--- src/cnes_pkg.sv ---
package cnes_pkg;

	// Clock and time base.
	localparam int CLK_PERIOD_NS = 50;
	localparam int MS_TIME_NS = 1000000;
	localparam int MS_CYCLES_DFLT = MS_TIME_NS / CLK_PERIOD_NS;
	localparam int INIT_CYCLES_DFLT = 16;

	// Network management states, one-hot.
	typedef enum logic [3:0] {
		ST_INIT = 4'b0001,
		ST_PREOP = 4'b0010,
		ST_OPER = 4'b0100,
		ST_STOP = 4'b1000
	} cnes_state_t;

	// State codes carried in boot-up, guard and heartbeat frames.
	localparam logic [6:0] CODE_BOOT = 7'h00;
	localparam logic [6:0] CODE_STOP = 7'h04;
	localparam logic [6:0] CODE_OPER = 7'h05;
	localparam logic [6:0] CODE_PREOP = 7'h7F;

	// Frame identifiers and command specifiers.
	localparam logic [10:0] ID_NMT = 11'h000;
	localparam logic [10:0] ID_EMCY_BASE = 11'h080;
	localparam logic [10:0] ID_RPDO_BASE = 11'h200;
	localparam logic [10:0] ID_SDO_RX_BASE = 11'h600;
	localparam logic [10:0] ID_GUARD_BASE = 11'h700;
	localparam logic [3:0] NMT_DLC = 4'h2;
	localparam logic [3:0] EMCY_DLC = 4'h8;
	localparam logic [3:0] STATE_DLC = 4'h1;
	localparam logic [7:0] NODE_BCAST = 8'h00;
	localparam logic [7:0] CS_START = 8'h01;
	localparam logic [7:0] CS_STOP = 8'h02;
	localparam logic [7:0] CS_PREOP = 8'h80;
	localparam logic [7:0] CS_RESET_NODE = 8'h81;
	localparam logic [7:0] CS_RESET_COMM = 8'h82;

	// Emergency sources, lowest index is sent first.
	localparam int NSRC = 9;
	localparam int SRC_CLR = 0;
	localparam int SRC_BATT = 1;
	localparam int SRC_MAP = 2;
	localparam int SRC_HBC = 3;
	localparam int SRC_SDOB = 4;
	localparam int SRC_GUARD = 5;
	localparam int SRC_PDO_SHORT = 6;
	localparam int SRC_PDO_LONG = 7;
	localparam int SRC_CANERR = 8;
	localparam logic [15:0] EC_RESET = 16'h0000;
	localparam logic [15:0] EC_BATT = 16'h3200;
	localparam logic [15:0] EC_MAP = 16'h6300;
	localparam logic [15:0] EC_HBC = 16'h8100;
	localparam logic [15:0] EC_SDOB = 16'h8100;
	localparam logic [15:0] EC_GUARD = 16'h8130;
	localparam logic [15:0] EC_PDO_SHORT = 16'h8210;
	localparam logic [15:0] EC_PDO_LONG = 16'h8220;
	localparam logic [15:0] EC_CANERR = 16'h8110;
	localparam logic [7:0] INFO_BATT = 8'hA0;
	localparam logic [7:0] INFO_SDOB = 8'hF1;
	localparam logic [7:0] RPDO_NUMBER = 8'h01;

	// Register map, byte addresses, and power-on values.
	localparam logic [7:0] ADDR_STATUS = 8'h00;
	localparam logic [7:0] ADDR_NODE_ID = 8'h04;
	localparam logic [7:0] ADDR_GUARD_TIME = 8'h08;
	localparam logic [7:0] ADDR_LIFE = 8'h0C;
	localparam logic [7:0] ADDR_HB_TIME = 8'h10;
	localparam logic [7:0] ADDR_ERR_REG = 8'h14;
	localparam logic [7:0] ADDR_RPDO_LEN = 8'h18;
	localparam int STAT_GUARD_BIT = 8;
	localparam int STAT_EMCY_BIT = 9;
	localparam logic [15:0] GUARD_TIME_DFLT = 16'h0000;
	localparam logic [7:0] LIFE_DFLT = 8'h00;
	localparam logic [15:0] HB_TIME_DFLT = 16'h0000;
	localparam logic [7:0] ERR_REG_DFLT = 8'h00;
	localparam logic [3:0] RPDO_LEN_DFLT = 4'h8;
	localparam logic [6:0] NODE_ID_DFLT = 7'h01;

endpackage : cnes_pkg

--- src/cnes_ms_timer.sv ---
`timescale 1ns/1ps
`default_nettype none
module cnes_ms_timer
	import cnes_pkg::*;
#(
	parameter int MS_CYCLES = MS_CYCLES_DFLT,
	parameter int W = 24
)
(
	input wire logic clk_sys,
	input wire logic arst_n,
	input wire logic restart,
	input wire logic [W-1:0] period_ms,
	output logic expired
);

	localparam int PW = $clog2(MS_CYCLES + 1);
	localparam logic [PW-1:0] PRE_LAST = PW'(MS_CYCLES - 1);

	logic [PW-1:0] pre_reg, pre_next;
	logic [W-1:0] ms_reg, ms_next;
	logic exp_reg, exp_next;

	// A zero period keeps the timer parked, so it never fires.
	always_comb
	begin
		pre_next = pre_reg + PW'(1);
		ms_next = ms_reg;
		exp_next = 1'b0;
		if (restart || period_ms == '0)
		begin
			pre_next = '0;
			ms_next = '0;
		end
		else if (pre_reg == PRE_LAST)
		begin
			pre_next = '0;
			ms_next = ms_reg + W'(1);
			if (ms_next >= period_ms)
			begin
				exp_next = 1'b1;
				ms_next = '0;
			end
		end
	end

	always_ff @(posedge clk_sys or negedge arst_n)
	begin
		if (!arst_n)
		begin
			pre_reg <= '0;
			ms_reg <= '0;
			exp_reg <= 1'b0;
		end
		else
		begin
			pre_reg <= pre_next;
			ms_reg <= ms_next;
			exp_reg <= exp_next;
		end
	end

	assign expired = exp_reg;

endmodule : cnes_ms_timer
`default_nettype wire

--- src/cnes_slave.sv ---
// The Avalon-MM register port and the register addresses were left to the implementer.
`timescale 1ns/1ps
`default_nettype none
//////////////////////////////////////////////////////////////////////////////
// Functional notes
// Send an emergency frame on every internal error or CAN bus error.
// Emergency frames always carry eight data bytes.
// Bytes: code low, code high, error register, then info zero to four.
// When an error condition clears, send emergency code zero.
// Battery loss sends 0x3200, info zero 0xA0, rest zero.
// Bad PDO mapping sends 0x6300 with map index and entry count.
// Heartbeat consumer timeout sends 0x8100 with node ID and timer value.
// SDO block failure sends 0x8100, 0xF1, index and subindex.
// Guarding failure sends 0x8130 with guard time and life factor.
// Short PDO is dropped with 0x8210; long PDO flagged with 0x8220.
// Master sends commands on identifier zero with two data bytes.
// Byte zero is command, byte one node ID; act on own ID or zero.
// Enter initialization automatically after power-up.
// After initialization go pre-operational and send boot-up frame.
// Command 0x01 enters operational, enables outputs and PDO.
// Command 0x02 stops, outputs to error state, SDO and PDO off.
// Command 0x80 enters pre-operational, PDO off, SDO kept.
// Command 0x81 resets the whole node, then re-initializes.
// Command 0x82 restores communication objects, then re-initializes.
// Commands act in every state; unknown or foreign ones ignored.
// Guarding starts at first guard request; reply on 0x700 plus ID.
// No guard request within guard time times life factor: pre-operational.
// Zero guard time or life factor disables guarding expiry.
// Nonzero heartbeat time sends state on 0x700 plus ID at expiry.
module cnes_slave
	import cnes_pkg::*;
#(
	parameter int MS_CYCLES = MS_CYCLES_DFLT,
	parameter int INIT_CYCLES = INIT_CYCLES_DFLT
)
(
	input wire logic clk_sys,
	input wire logic arst_n,
	input wire logic [7:0] avs_address,
	input wire logic avs_read,
	input wire logic avs_write,
	input wire logic [31:0] avs_writedata,
	input wire logic [3:0] avs_byteenable,
	output logic [31:0] avs_readdata,
	output logic avs_waitrequest,
	input wire logic rx_valid,
	input wire logic [10:0] rx_id,
	input wire logic rx_rtr,
	input wire logic [3:0] rx_dlc,
	input wire logic [63:0] rx_data,
	output logic tx_valid,
	input wire logic tx_ready,
	output logic [10:0] tx_id,
	output logic [3:0] tx_dlc,
	output logic [63:0] tx_data,
	output logic pdo_rx_valid,
	output logic [63:0] pdo_rx_data,
	output logic sdo_rx_valid,
	output logic [63:0] sdo_rx_data,
	output logic outputs_enable,
	output logic outputs_error,
	output logic pdo_tx_enable,
	output logic app_reset,
	input wire logic batt_fail,
	input wire logic err_clear,
	input wire logic can_bus_err,
	input wire logic map_fault,
	input wire logic [15:0] map_index,
	input wire logic [7:0] map_entries,
	input wire logic hbc_timeout,
	input wire logic [6:0] hbc_node,
	input wire logic [15:0] hbc_timer,
	input wire logic sdo_blk_fail,
	input wire logic [15:0] sdo_index,
	input wire logic [7:0] sdo_subindex
);

	function automatic logic [31:0] apply_be(input logic [31:0] old, input logic [31:0] wd, input logic [3:0] be);
		logic [31:0] r;
		r = old;
		for (int i = 0; i < 4; i++)
			if (be[i])
				r[i*8 +: 8] = wd[i*8 +: 8];
		return r;
	endfunction : apply_be

	function automatic logic [6:0] state_code(input cnes_state_t s);
		case (s)
			ST_OPER: return CODE_OPER;
			ST_STOP: return CODE_STOP;
			ST_PREOP: return CODE_PREOP;
			default: return CODE_BOOT;
		endcase
	endfunction : state_code

	function automatic logic [15:0] src_code(input int i);
		case (i)
			SRC_BATT: return EC_BATT;
			SRC_MAP: return EC_MAP;
			SRC_HBC: return EC_HBC;
			SRC_SDOB: return EC_SDOB;
			SRC_GUARD: return EC_GUARD;
			SRC_PDO_SHORT: return EC_PDO_SHORT;
			SRC_PDO_LONG: return EC_PDO_LONG;
			SRC_CANERR: return EC_CANERR;
			default: return EC_RESET;
		endcase
	endfunction : src_code

	//////////////////////////////////////////////////////////////////////////////
	cnes_state_t state_reg, state_next;
	logic [31:0] init_cnt_reg, init_cnt_next;
	logic [6:0] node_reg, node_next;
	logic [15:0] guard_time_reg, guard_time_next, hb_time_reg, hb_time_next;
	logic [7:0] life_reg, life_next, err_reg, err_next;
	logic [3:0] rpdo_len_reg, rpdo_len_next;
	logic done_reg, done_next;
	logic [31:0] rdata_reg, rdata_next;
	logic guard_act_reg, guard_act_next, toggle_reg, toggle_next;
	logic guard_pend_reg, guard_pend_next, boot_pend_reg, boot_pend_next, hb_pend_reg, hb_pend_next;
	logic [NSRC-1:0] emcy_pend_reg, emcy_pend_next;
	logic [NSRC-1:0][39:0] info_reg, info_next;
	logic emcy_act_reg, emcy_act_next, batt_q_reg, batt_q_next;
	logic tx_valid_reg, tx_valid_next;
	logic [10:0] tx_id_reg, tx_id_next;
	logic [3:0] tx_dlc_reg, tx_dlc_next;
	logic [63:0] tx_data_reg, tx_data_next, pdo_data_reg, pdo_data_next, sdo_data_reg, sdo_data_next;
	logic pdo_v_reg, pdo_v_next, sdo_v_reg, sdo_v_next, app_rst_reg, app_rst_next;
	logic nmt_hit, guard_rq, rpdo_hit, sdo_hit, life_exp, hb_exp, sent;
	logic [7:0] cs;
	logic [23:0] life_ms;
	logic [31:0] wr_old;

	assign cs = rx_data[7:0];
	assign nmt_hit = rx_valid && !rx_rtr && rx_id == ID_NMT && rx_dlc == NMT_DLC
		&& (rx_data[15:8] == {1'b0, node_reg} || rx_data[15:8] == NODE_BCAST);
	assign guard_rq = rx_valid && rx_rtr && rx_id == ID_GUARD_BASE + 11'(node_reg);
	assign rpdo_hit = rx_valid && !rx_rtr && rx_id == ID_RPDO_BASE + 11'(node_reg);
	assign sdo_hit = rx_valid && !rx_rtr && rx_id == ID_SDO_RX_BASE + 11'(node_reg);
	assign life_ms = 24'(guard_time_reg) * 24'(life_reg);
	assign sent = tx_valid_reg && tx_ready;

	// The guard timer is held while guarding is idle, so expiry counts only from a request.
	cnes_ms_timer #(.MS_CYCLES(MS_CYCLES), .W(24)) u_life (
		.clk_sys(clk_sys),
		.arst_n(arst_n),
		.restart(guard_rq || !guard_act_reg),
		.period_ms(life_ms),
		.expired(life_exp)
	);

	cnes_ms_timer #(.MS_CYCLES(MS_CYCLES), .W(16)) u_hb (
		.clk_sys(clk_sys),
		.arst_n(arst_n),
		.restart(state_reg == ST_INIT),
		.period_ms(hb_time_reg),
		.expired(hb_exp)
	);

	//////////////////////////////////////////////////////////////////////////////
	always_comb
	begin
		state_next = state_reg;
		init_cnt_next = init_cnt_reg;
		node_next = node_reg;
		guard_time_next = guard_time_reg;
		life_next = life_reg;
		hb_time_next = hb_time_reg;
		err_next = err_reg;
		rpdo_len_next = rpdo_len_reg;
		done_next = (avs_read || avs_write) && !done_reg;
		rdata_next = rdata_reg;
		guard_act_next = guard_act_reg;
		toggle_next = toggle_reg;
		guard_pend_next = guard_pend_reg;
		boot_pend_next = boot_pend_reg;
		hb_pend_next = hb_pend_reg;
		emcy_pend_next = emcy_pend_reg;
		info_next = info_reg;
		emcy_act_next = emcy_act_reg;
		batt_q_next = batt_fail;
		tx_valid_next = tx_valid_reg && !tx_ready;
		tx_id_next = tx_id_reg;
		tx_dlc_next = tx_dlc_reg;
		tx_data_next = tx_data_reg;
		pdo_v_next = 1'b0;
		pdo_data_next = pdo_data_reg;
		sdo_v_next = sdo_hit && (state_reg == ST_PREOP || state_reg == ST_OPER);
		sdo_data_next = sdo_hit ? rx_data : sdo_data_reg;
		app_rst_next = 1'b0;
		wr_old = '0;

		// Register read data is staged in the wait cycle.
		if (avs_read && !done_reg)
		begin
			case (avs_address)
				ADDR_STATUS: rdata_next = 32'(state_code(state_reg))
					| (32'(guard_act_reg) << STAT_GUARD_BIT) | (32'(emcy_act_reg) << STAT_EMCY_BIT);
				ADDR_NODE_ID: rdata_next = 32'(node_reg);
				ADDR_GUARD_TIME: rdata_next = 32'(guard_time_reg);
				ADDR_LIFE: rdata_next = 32'(life_reg);
				ADDR_HB_TIME: rdata_next = 32'(hb_time_reg);
				ADDR_ERR_REG: rdata_next = 32'(err_reg);
				ADDR_RPDO_LEN: rdata_next = 32'(rpdo_len_reg);
				default: rdata_next = '0;
			endcase
		end
		if (avs_write && done_reg)
		begin
			case (avs_address)
				ADDR_NODE_ID: wr_old = 32'(node_reg);
				ADDR_GUARD_TIME: wr_old = 32'(guard_time_reg);
				ADDR_LIFE: wr_old = 32'(life_reg);
				ADDR_HB_TIME: wr_old = 32'(hb_time_reg);
				ADDR_ERR_REG: wr_old = 32'(err_reg);
				ADDR_RPDO_LEN: wr_old = 32'(rpdo_len_reg);
				default: wr_old = '0;
			endcase
			wr_old = apply_be(wr_old, avs_writedata, avs_byteenable);
			case (avs_address)
				ADDR_NODE_ID: node_next = wr_old[6:0];
				ADDR_GUARD_TIME: guard_time_next = wr_old[15:0];
				ADDR_LIFE: life_next = wr_old[7:0];
				ADDR_HB_TIME: hb_time_next = wr_old[15:0];
				ADDR_ERR_REG: err_next = wr_old[7:0];
				ADDR_RPDO_LEN: rpdo_len_next = wr_old[3:0];
				default: ;
			endcase
		end

		// Transmit slot: frames are offered one at a time, emergencies first.
		if (!tx_valid_next)
		begin
			if (emcy_pend_reg != '0)
			begin
				for (int i = NSRC - 1; i >= 0; i--)
				begin
					if (emcy_pend_reg[i])
					begin
						tx_data_next = {info_reg[i], err_reg, src_code(i)};
						tx_id_next = ID_EMCY_BASE + 11'(node_reg);
					end
				end
				tx_dlc_next = EMCY_DLC;
				tx_valid_next = 1'b1;
				for (int i = 0; i < NSRC; i++)
				begin
					if (emcy_pend_reg[i] && (emcy_pend_reg & ((NSRC'(1) << i) - NSRC'(1))) == '0)
					begin
						emcy_pend_next[i] = 1'b0;
						emcy_act_next = (i != SRC_CLR);
					end
				end
			end
			else if (guard_pend_reg || boot_pend_reg || hb_pend_reg)
			begin
				tx_id_next = ID_GUARD_BASE + 11'(node_reg);
				tx_dlc_next = STATE_DLC;
				tx_valid_next = 1'b1;
				if (guard_pend_reg)
				begin
					tx_data_next = 64'({toggle_reg, state_code(state_reg)});
					toggle_next = !toggle_reg;
					guard_pend_next = 1'b0;
				end
				else if (boot_pend_reg)
				begin
					tx_data_next = 64'(CODE_BOOT);
					boot_pend_next = 1'b0;
				end
				else
				begin
					tx_data_next = 64'(state_code(state_reg));
					hb_pend_next = 1'b0;
				end
			end
		end

		// Initialization runs a fixed count, then announces itself.
		if (state_reg == ST_INIT)
		begin
			init_cnt_next = init_cnt_reg + 32'd1;
			if (init_cnt_reg >= 32'(INIT_CYCLES - 1))
			begin
				state_next = ST_PREOP;
				boot_pend_next = 1'b1;
				init_cnt_next = '0;
			end
		end

		// Guarding: a request arms supervision and queues a toggled reply.
		if (guard_rq)
		begin
			guard_act_next = 1'b1;
			guard_pend_next = 1'b1;
		end
		if (life_exp && guard_act_reg && life_ms != '0)
		begin
			guard_act_next = 1'b0;
			if (state_reg != ST_INIT)
				state_next = ST_PREOP;
			emcy_pend_next[SRC_GUARD] = 1'b1;
			info_next[SRC_GUARD] = {16'h0000, life_reg, guard_time_reg[15:8], guard_time_reg[7:0]};
		end
		if (hb_exp && state_reg != ST_INIT)
			hb_pend_next = 1'b1;

		// Receive PDOs only in operational; a short one is dropped, a long one flagged.
		if (rpdo_hit && state_reg == ST_OPER)
		begin
			pdo_data_next = rx_data;
			pdo_v_next = rx_dlc >= rpdo_len_reg;
			if (rx_dlc != rpdo_len_reg)
			begin
				emcy_pend_next[rx_dlc < rpdo_len_reg ? SRC_PDO_SHORT : SRC_PDO_LONG] = 1'b1;
				info_next[rx_dlc < rpdo_len_reg ? SRC_PDO_SHORT : SRC_PDO_LONG] =
					{16'h0000, 4'h0, rpdo_len_reg, 4'h0, rx_dlc, RPDO_NUMBER};
			end
		end

		// Events are set after the slot clears its bit, so a new event is never lost.
		if (batt_fail && !batt_q_reg)
		begin
			emcy_pend_next[SRC_BATT] = 1'b1;
			info_next[SRC_BATT] = {32'h00000000, INFO_BATT};
		end
		if ((!batt_fail && batt_q_reg) || err_clear)
			if (emcy_act_reg || emcy_pend_reg[NSRC-1:1] != '0)
			begin
				emcy_pend_next[SRC_CLR] = 1'b1;
				info_next[SRC_CLR] = '0;
			end
		if (can_bus_err)
		begin
			emcy_pend_next[SRC_CANERR] = 1'b1;
			info_next[SRC_CANERR] = '0;
		end
		if (map_fault)
		begin
			emcy_pend_next[SRC_MAP] = 1'b1;
			info_next[SRC_MAP] = {16'h0000, map_entries, map_index[15:8], map_index[7:0]};
		end
		if (hbc_timeout)
		begin
			emcy_pend_next[SRC_HBC] = 1'b1;
			info_next[SRC_HBC] = {16'h0000, hbc_timer[15:8], hbc_timer[7:0], 1'b0, hbc_node};
		end
		if (sdo_blk_fail)
		begin
			emcy_pend_next[SRC_SDOB] = 1'b1;
			info_next[SRC_SDOB] = {8'h00, sdo_subindex, sdo_index[15:8], sdo_index[7:0], INFO_SDOB};
		end

		// Commands are last so they win over guarding and initialization.
		if (nmt_hit)
		begin
			case (cs)
				CS_START: state_next = ST_OPER;
				CS_STOP: state_next = ST_STOP;
				CS_PREOP: state_next = ST_PREOP;
				CS_RESET_NODE, CS_RESET_COMM:
				begin
					state_next = ST_INIT;
					init_cnt_next = '0;
					guard_time_next = GUARD_TIME_DFLT;
					life_next = LIFE_DFLT;
					hb_time_next = HB_TIME_DFLT;
					err_next = ERR_REG_DFLT;
					rpdo_len_next = RPDO_LEN_DFLT;
					guard_act_next = 1'b0;
					toggle_next = 1'b0;
					guard_pend_next = 1'b0;
					boot_pend_next = 1'b0;
					hb_pend_next = 1'b0;
					app_rst_next = (cs == CS_RESET_NODE);
				end
				default: ;
			endcase
		end
	end

	always_ff @(posedge clk_sys or negedge arst_n)
	begin
		if (!arst_n)
		begin
			state_reg <= ST_INIT;
			init_cnt_reg <= '0;
			node_reg <= NODE_ID_DFLT;
			guard_time_reg <= GUARD_TIME_DFLT;
			life_reg <= LIFE_DFLT;
			hb_time_reg <= HB_TIME_DFLT;
			err_reg <= ERR_REG_DFLT;
			rpdo_len_reg <= RPDO_LEN_DFLT;
			done_reg <= 1'b0;
			rdata_reg <= '0;
			guard_act_reg <= 1'b0;
			toggle_reg <= 1'b0;
			guard_pend_reg <= 1'b0;
			boot_pend_reg <= 1'b0;
			hb_pend_reg <= 1'b0;
			emcy_pend_reg <= '0;
			info_reg <= '0;
			emcy_act_reg <= 1'b0;
			batt_q_reg <= 1'b0;
			tx_valid_reg <= 1'b0;
			tx_id_reg <= '0;
			tx_dlc_reg <= '0;
			tx_data_reg <= '0;
			pdo_v_reg <= 1'b0;
			pdo_data_reg <= '0;
			sdo_v_reg <= 1'b0;
			sdo_data_reg <= '0;
			app_rst_reg <= 1'b0;
		end
		else
		begin
			state_reg <= state_next;
			init_cnt_reg <= init_cnt_next;
			node_reg <= node_next;
			guard_time_reg <= guard_time_next;
			life_reg <= life_next;
			hb_time_reg <= hb_time_next;
			err_reg <= err_next;
			rpdo_len_reg <= rpdo_len_next;
			done_reg <= done_next;
			rdata_reg <= rdata_next;
			guard_act_reg <= guard_act_next;
			toggle_reg <= toggle_next;
			guard_pend_reg <= guard_pend_next;
			boot_pend_reg <= boot_pend_next;
			hb_pend_reg <= hb_pend_next;
			emcy_pend_reg <= emcy_pend_next;
			info_reg <= info_next;
			emcy_act_reg <= emcy_act_next;
			batt_q_reg <= batt_q_next;
			tx_valid_reg <= tx_valid_next;
			tx_id_reg <= tx_id_next;
			tx_dlc_reg <= tx_dlc_next;
			tx_data_reg <= tx_data_next;
			pdo_v_reg <= pdo_v_next;
			pdo_data_reg <= pdo_data_next;
			sdo_v_reg <= sdo_v_next;
			sdo_data_reg <= sdo_data_next;
			app_rst_reg <= app_rst_next;
		end
	end

	assign avs_waitrequest = (avs_read || avs_write) && !done_reg;
	assign avs_readdata = rdata_reg;
	assign tx_valid = tx_valid_reg;
	assign tx_id = tx_id_reg;
	assign tx_dlc = tx_dlc_reg;
	assign tx_data = tx_data_reg;
	assign pdo_rx_valid = pdo_v_reg;
	assign pdo_rx_data = pdo_data_reg;
	assign sdo_rx_valid = sdo_v_reg;
	assign sdo_rx_data = sdo_data_reg;
	assign outputs_enable = state_reg == ST_OPER;
	assign pdo_tx_enable = state_reg == ST_OPER;
	assign outputs_error = state_reg == ST_STOP;
	assign app_reset = app_rst_reg;
endmodule : cnes_slave
`default_nettype wire

--- config.mk ---
export PLATFORM = sky130hd
export DESIGN_NAME = cnes_slave
export DESIGN_NICKNAME = d
export VERILOG_FILES = /design/src/cnes_pkg.sv /design/src/cnes_ms_timer.sv /design/src/cnes_slave.sv
export SDC_FILE = /design/constraint.sdc
export NUM_CORES = 1
export LEC_CHECK = 0
export BUFFER_PORTS_ARGS = -buffer_cell sky130_fd_sc_hd__buf_2
export CORE_ASPECT_RATIO = 0.5
export CORE_UTILIZATION = 40
export CTS_CLUSTER_SIZE = 12
export DETAILED_ROUTE_END_ITERATION = 16
export PLACE_DENSITY = 0.6
export SLEW_MARGIN = 20
export SYNTH_ARGS = -nofsm -noshare
export SYNTH_HDL_FRONTEND = slang
export SYNTH_SLANG_ARGS = --single-unit
--- constraint.sdc ---
create_clock -name clk_sys -period 6.7 [get_ports clk_sys]
set_input_delay 0.335 -clock clk_sys [delete_from_list [all_inputs] [get_ports clk_sys]]
set_output_delay 0.335 -clock clk_sys [all_outputs]
set_load 0.1 [all_outputs]
==> flow_summary.ini <==
[setup_path]
worst_setup_path_start_kind = flip-flop
critPathRequiredTime_ps = 7160
reg2regPathDepth = 20
crit_fanout = 40
reg2reg_from = guard_time_reg[2]
worstPathArrival_ps = 6920
cp-end-kind = flip-flop
path_class = reg2reg
reg2reg_setup_slack_ps = 240
timing.rr.end = u_life.pre_reg[14]

[layout]
final_cell_area_um2 = 34070
drive_above_1_share_pct = 26.50
fillers = 6328
largest_reg_flops = 115
fin_util_pct = 49.25
area_growth_pct = 21.45
seq_area_um2 = 12800
multi_input_area_um2 = 14050
layout_common_cells = dfrtp_1, buf_2, mux2_2, nand2_1, nor2_1
final_common_cell = dfrtp_1
fin_nets = 3585

[route]
wl_per_cell_um = 18.52
dr.pass1.iters = 5
ant_nets = 0
routed_wl_mm = 77.21
vias = 21800
drtIter0Drc = 1647
vias_per_cell = 5.231
drc_errors = 0

[hold_path]
hold_start = rx_dlc[2]
worstHoldPathCells = 2
holdPathEnd = info_reg[290]
hp-class = in2reg

[sta]
fin_crit_sh_pct = 96.44
hold_slack_ps = 35.20
finalClockSkew_ps = 51.57
slew_headroom_pct = 23.71
worst_slew_pin_slew_ps = 1128
slew_violations = 0
max_freq_mhz = 154.8
setup_slack_ps = 238.3
setup_viol = 0
min_period_ps = 6462
hold_viol = 0

[power_and_ir_drop]
pwr-share-clk_pct = 40.9
p_sw_uw = 1705
p_leak_uw = 0.01706
power_frac_comb_pct = 9.4
peakVddDrop_mv = 0.2148
p_int_uw = 4820
pwr-share-seq_pct = 49.7
p_sw_share_pct = 26.13
power_density_nw_per_um2 = 191.5

[floorplan]
placementRows = 68
dieArea_um2 = 71250
boundaryPins = 454
core_um2 = 69170
initial_core_util_pct = 40.55
fp.dieH_um = 189.3
die_width_um = 376.5

[cts]
cts_tree = done
numCtsBuffers = 50
cts-root-buf = clkbuf_16
clock_latency_ps = 650
cts_buffer_depth = 3
htreeDepth = 2
clock-sinks = 511
path_clk_slew_ps = 60

[synthesis]
yosysUniqueCellTypes = 68
synthCells = 2696
synth_area_um2 = 28050
ys.warnings.count = 0
ys_async_sr_fraction_pct = 100.0
yosysSeqAreaShare_pct = 45.60
synth.avg_cell_area_um2 = 10.40
ys_ff_latch = 511
synthFlopType = dfrtp_1
synth_edf_count = 0

[placed_design]
post-place-ws_ps = 116.7
place_area_um2 = 31090
io_buffers = 415
gp_congestion = 0.8571
dp_hpwl_mm = 55.25

[grt]
track_usage_pct = 21.59
antenna_found_initial = 5
grt_pass1_vias = 22140
grt_max_degree = 169
overflow = 0
grt_first_pass_wirelength_mm = 123.2

[run]
maxCapViolCount = 0

[status]
status = completed
## cell usage after synthesis, types with 7 or more instances
library cell,n,area (µm²)
nand3b_1,9,67.56
and2_1,110,688.2
nor3b_1,11,82.58
a221o_1,13,130.1
mux2_2,253,2849
xnor2_1,49,429.2
or3_1,10,62.56
nor2b_1,16,100.1
or2_2,7,43.79
buf_4,32,240.2
a211oi_1,20,150.1
a21o_1,34,255.2
and3_1,35,219.0
mux2i_1,10,100.1
nor3_1,52,260.3
nand2_1,246,923.4
a21oi_1,154,770.7
nand2b_1,17,106.4
a22o_1,36,315.3
o21ai_0,65,325.3
and4_1,7,61.31
nand3_1,72,360.4
nor2_1,202,758.2
a31oi_1,18,112.6
dfrtp_1,508,12710
ha_1,94,1176
nor4_1,26,162.7
inv_1,144,540.5
a22oi_1,40,300.3
buf_2,10,50.05
clkbuf_1,137,514.2
fa_1,84,1682
o211ai_1,11,82.58
xor2_1,48,420.4
nand4_1,31,193.9
## routing by layer
metal | routed length [µm] | global-route usage [%] | vias to the layer above
met2 | 38020 | 36.32 | 493
met5 | 9 | 0 | -
li1 | - | - | 10260
met1 | 34110 | 28.92 | 10920
met4 | 2002 | 6.238 | 2
met3 | 3070 | 3.261 | 120
## final cells by class
cell class,count,area share (%)
Antenna cell,4,0.02938
Clock buffer,64,3.886
Clock inverter,7,0.4150
Inverter,144,1.587
Multi-Input combinational cell,1873,41.23
Sequential cell,511,37.59
Tap cell,945,3.471
Timing Repair Buffer,620,11.79
## per-stage QoR
step                      setup TNS, ps  cells  total power (µW)
after floorplan                       0   2715              3623
after global placement                0   3951              3837
after detailed placement              0   3951              3849
after CTS                             0   4158              6591
after global routing             -133.1   4168              6766
final                                 0   4168              6525
## how the worst max path moves through the flow
stage,slack (ps),end,startpoint
2_1_floorplan,330,u_life.ms_reg[14],life_reg[7]
3_3_place_gp,180,u_life.ms_reg[14],life_reg[4]
5_1_grt,-70,u_life.ms_reg[2],guard_time_reg[2]
4_1_cts,100,u_life.ms_reg[2],life_reg[6]
6_report,240,u_life.pre_reg[14],guard_time_reg[2]
3_5_place_dp,120,u_life.ms_reg[2],life_reg[6]
## critical path, stage by stage (launching register included)
cell	delay [ps]
dfrtp_2	500
and2_1	220
fa_1	520
fa_1	530
fa_1	540
inv_1	50
fa_1	550
inv_1	50
ha_1	310
buf_4	160
a21o_1	260
a31oi_1	200
o221ai_1	190
or4_1	490
nand3_1	150
or4b_4	490
nor4b_4	250
buf_4	230
nand3b_1	180
buf_12	220
nor3_1	100
## power by group through the flow
stage	Combinational [µW]	Clock (µW)	Sequential (µW)
2_1_floorplan	253	0	3370
3_3_place_gp	542	0	3300
6_report	616	2670	3240
4_1_cts	619	2730	3240
3_5_place_dp	551	0	3300
5_1_grt	665	2850	3250
## what timing repair did
action                                  4_1_cts  5_1_grt
setup buffers                                 0        6
endpoints found under the setup margin        0       57
gates resized for setup                       0       24
hold endpoints to repair                    305        0
hold buffers                                136        0
## kinds of logic after synthesis
group           Yosys count  share of synthesized area, %
mux                     268                         10.78
compound gates          436                         10.03
flops                   511                         45.60
fa+ha+maj               178                         10.19
other cells               1                       0.01337
simple gates            874                         15.40
xor+xnor                 97                         3.029
buf+inv                 331                         4.956
Note: power is estimated with default switching activity, not from simulation.
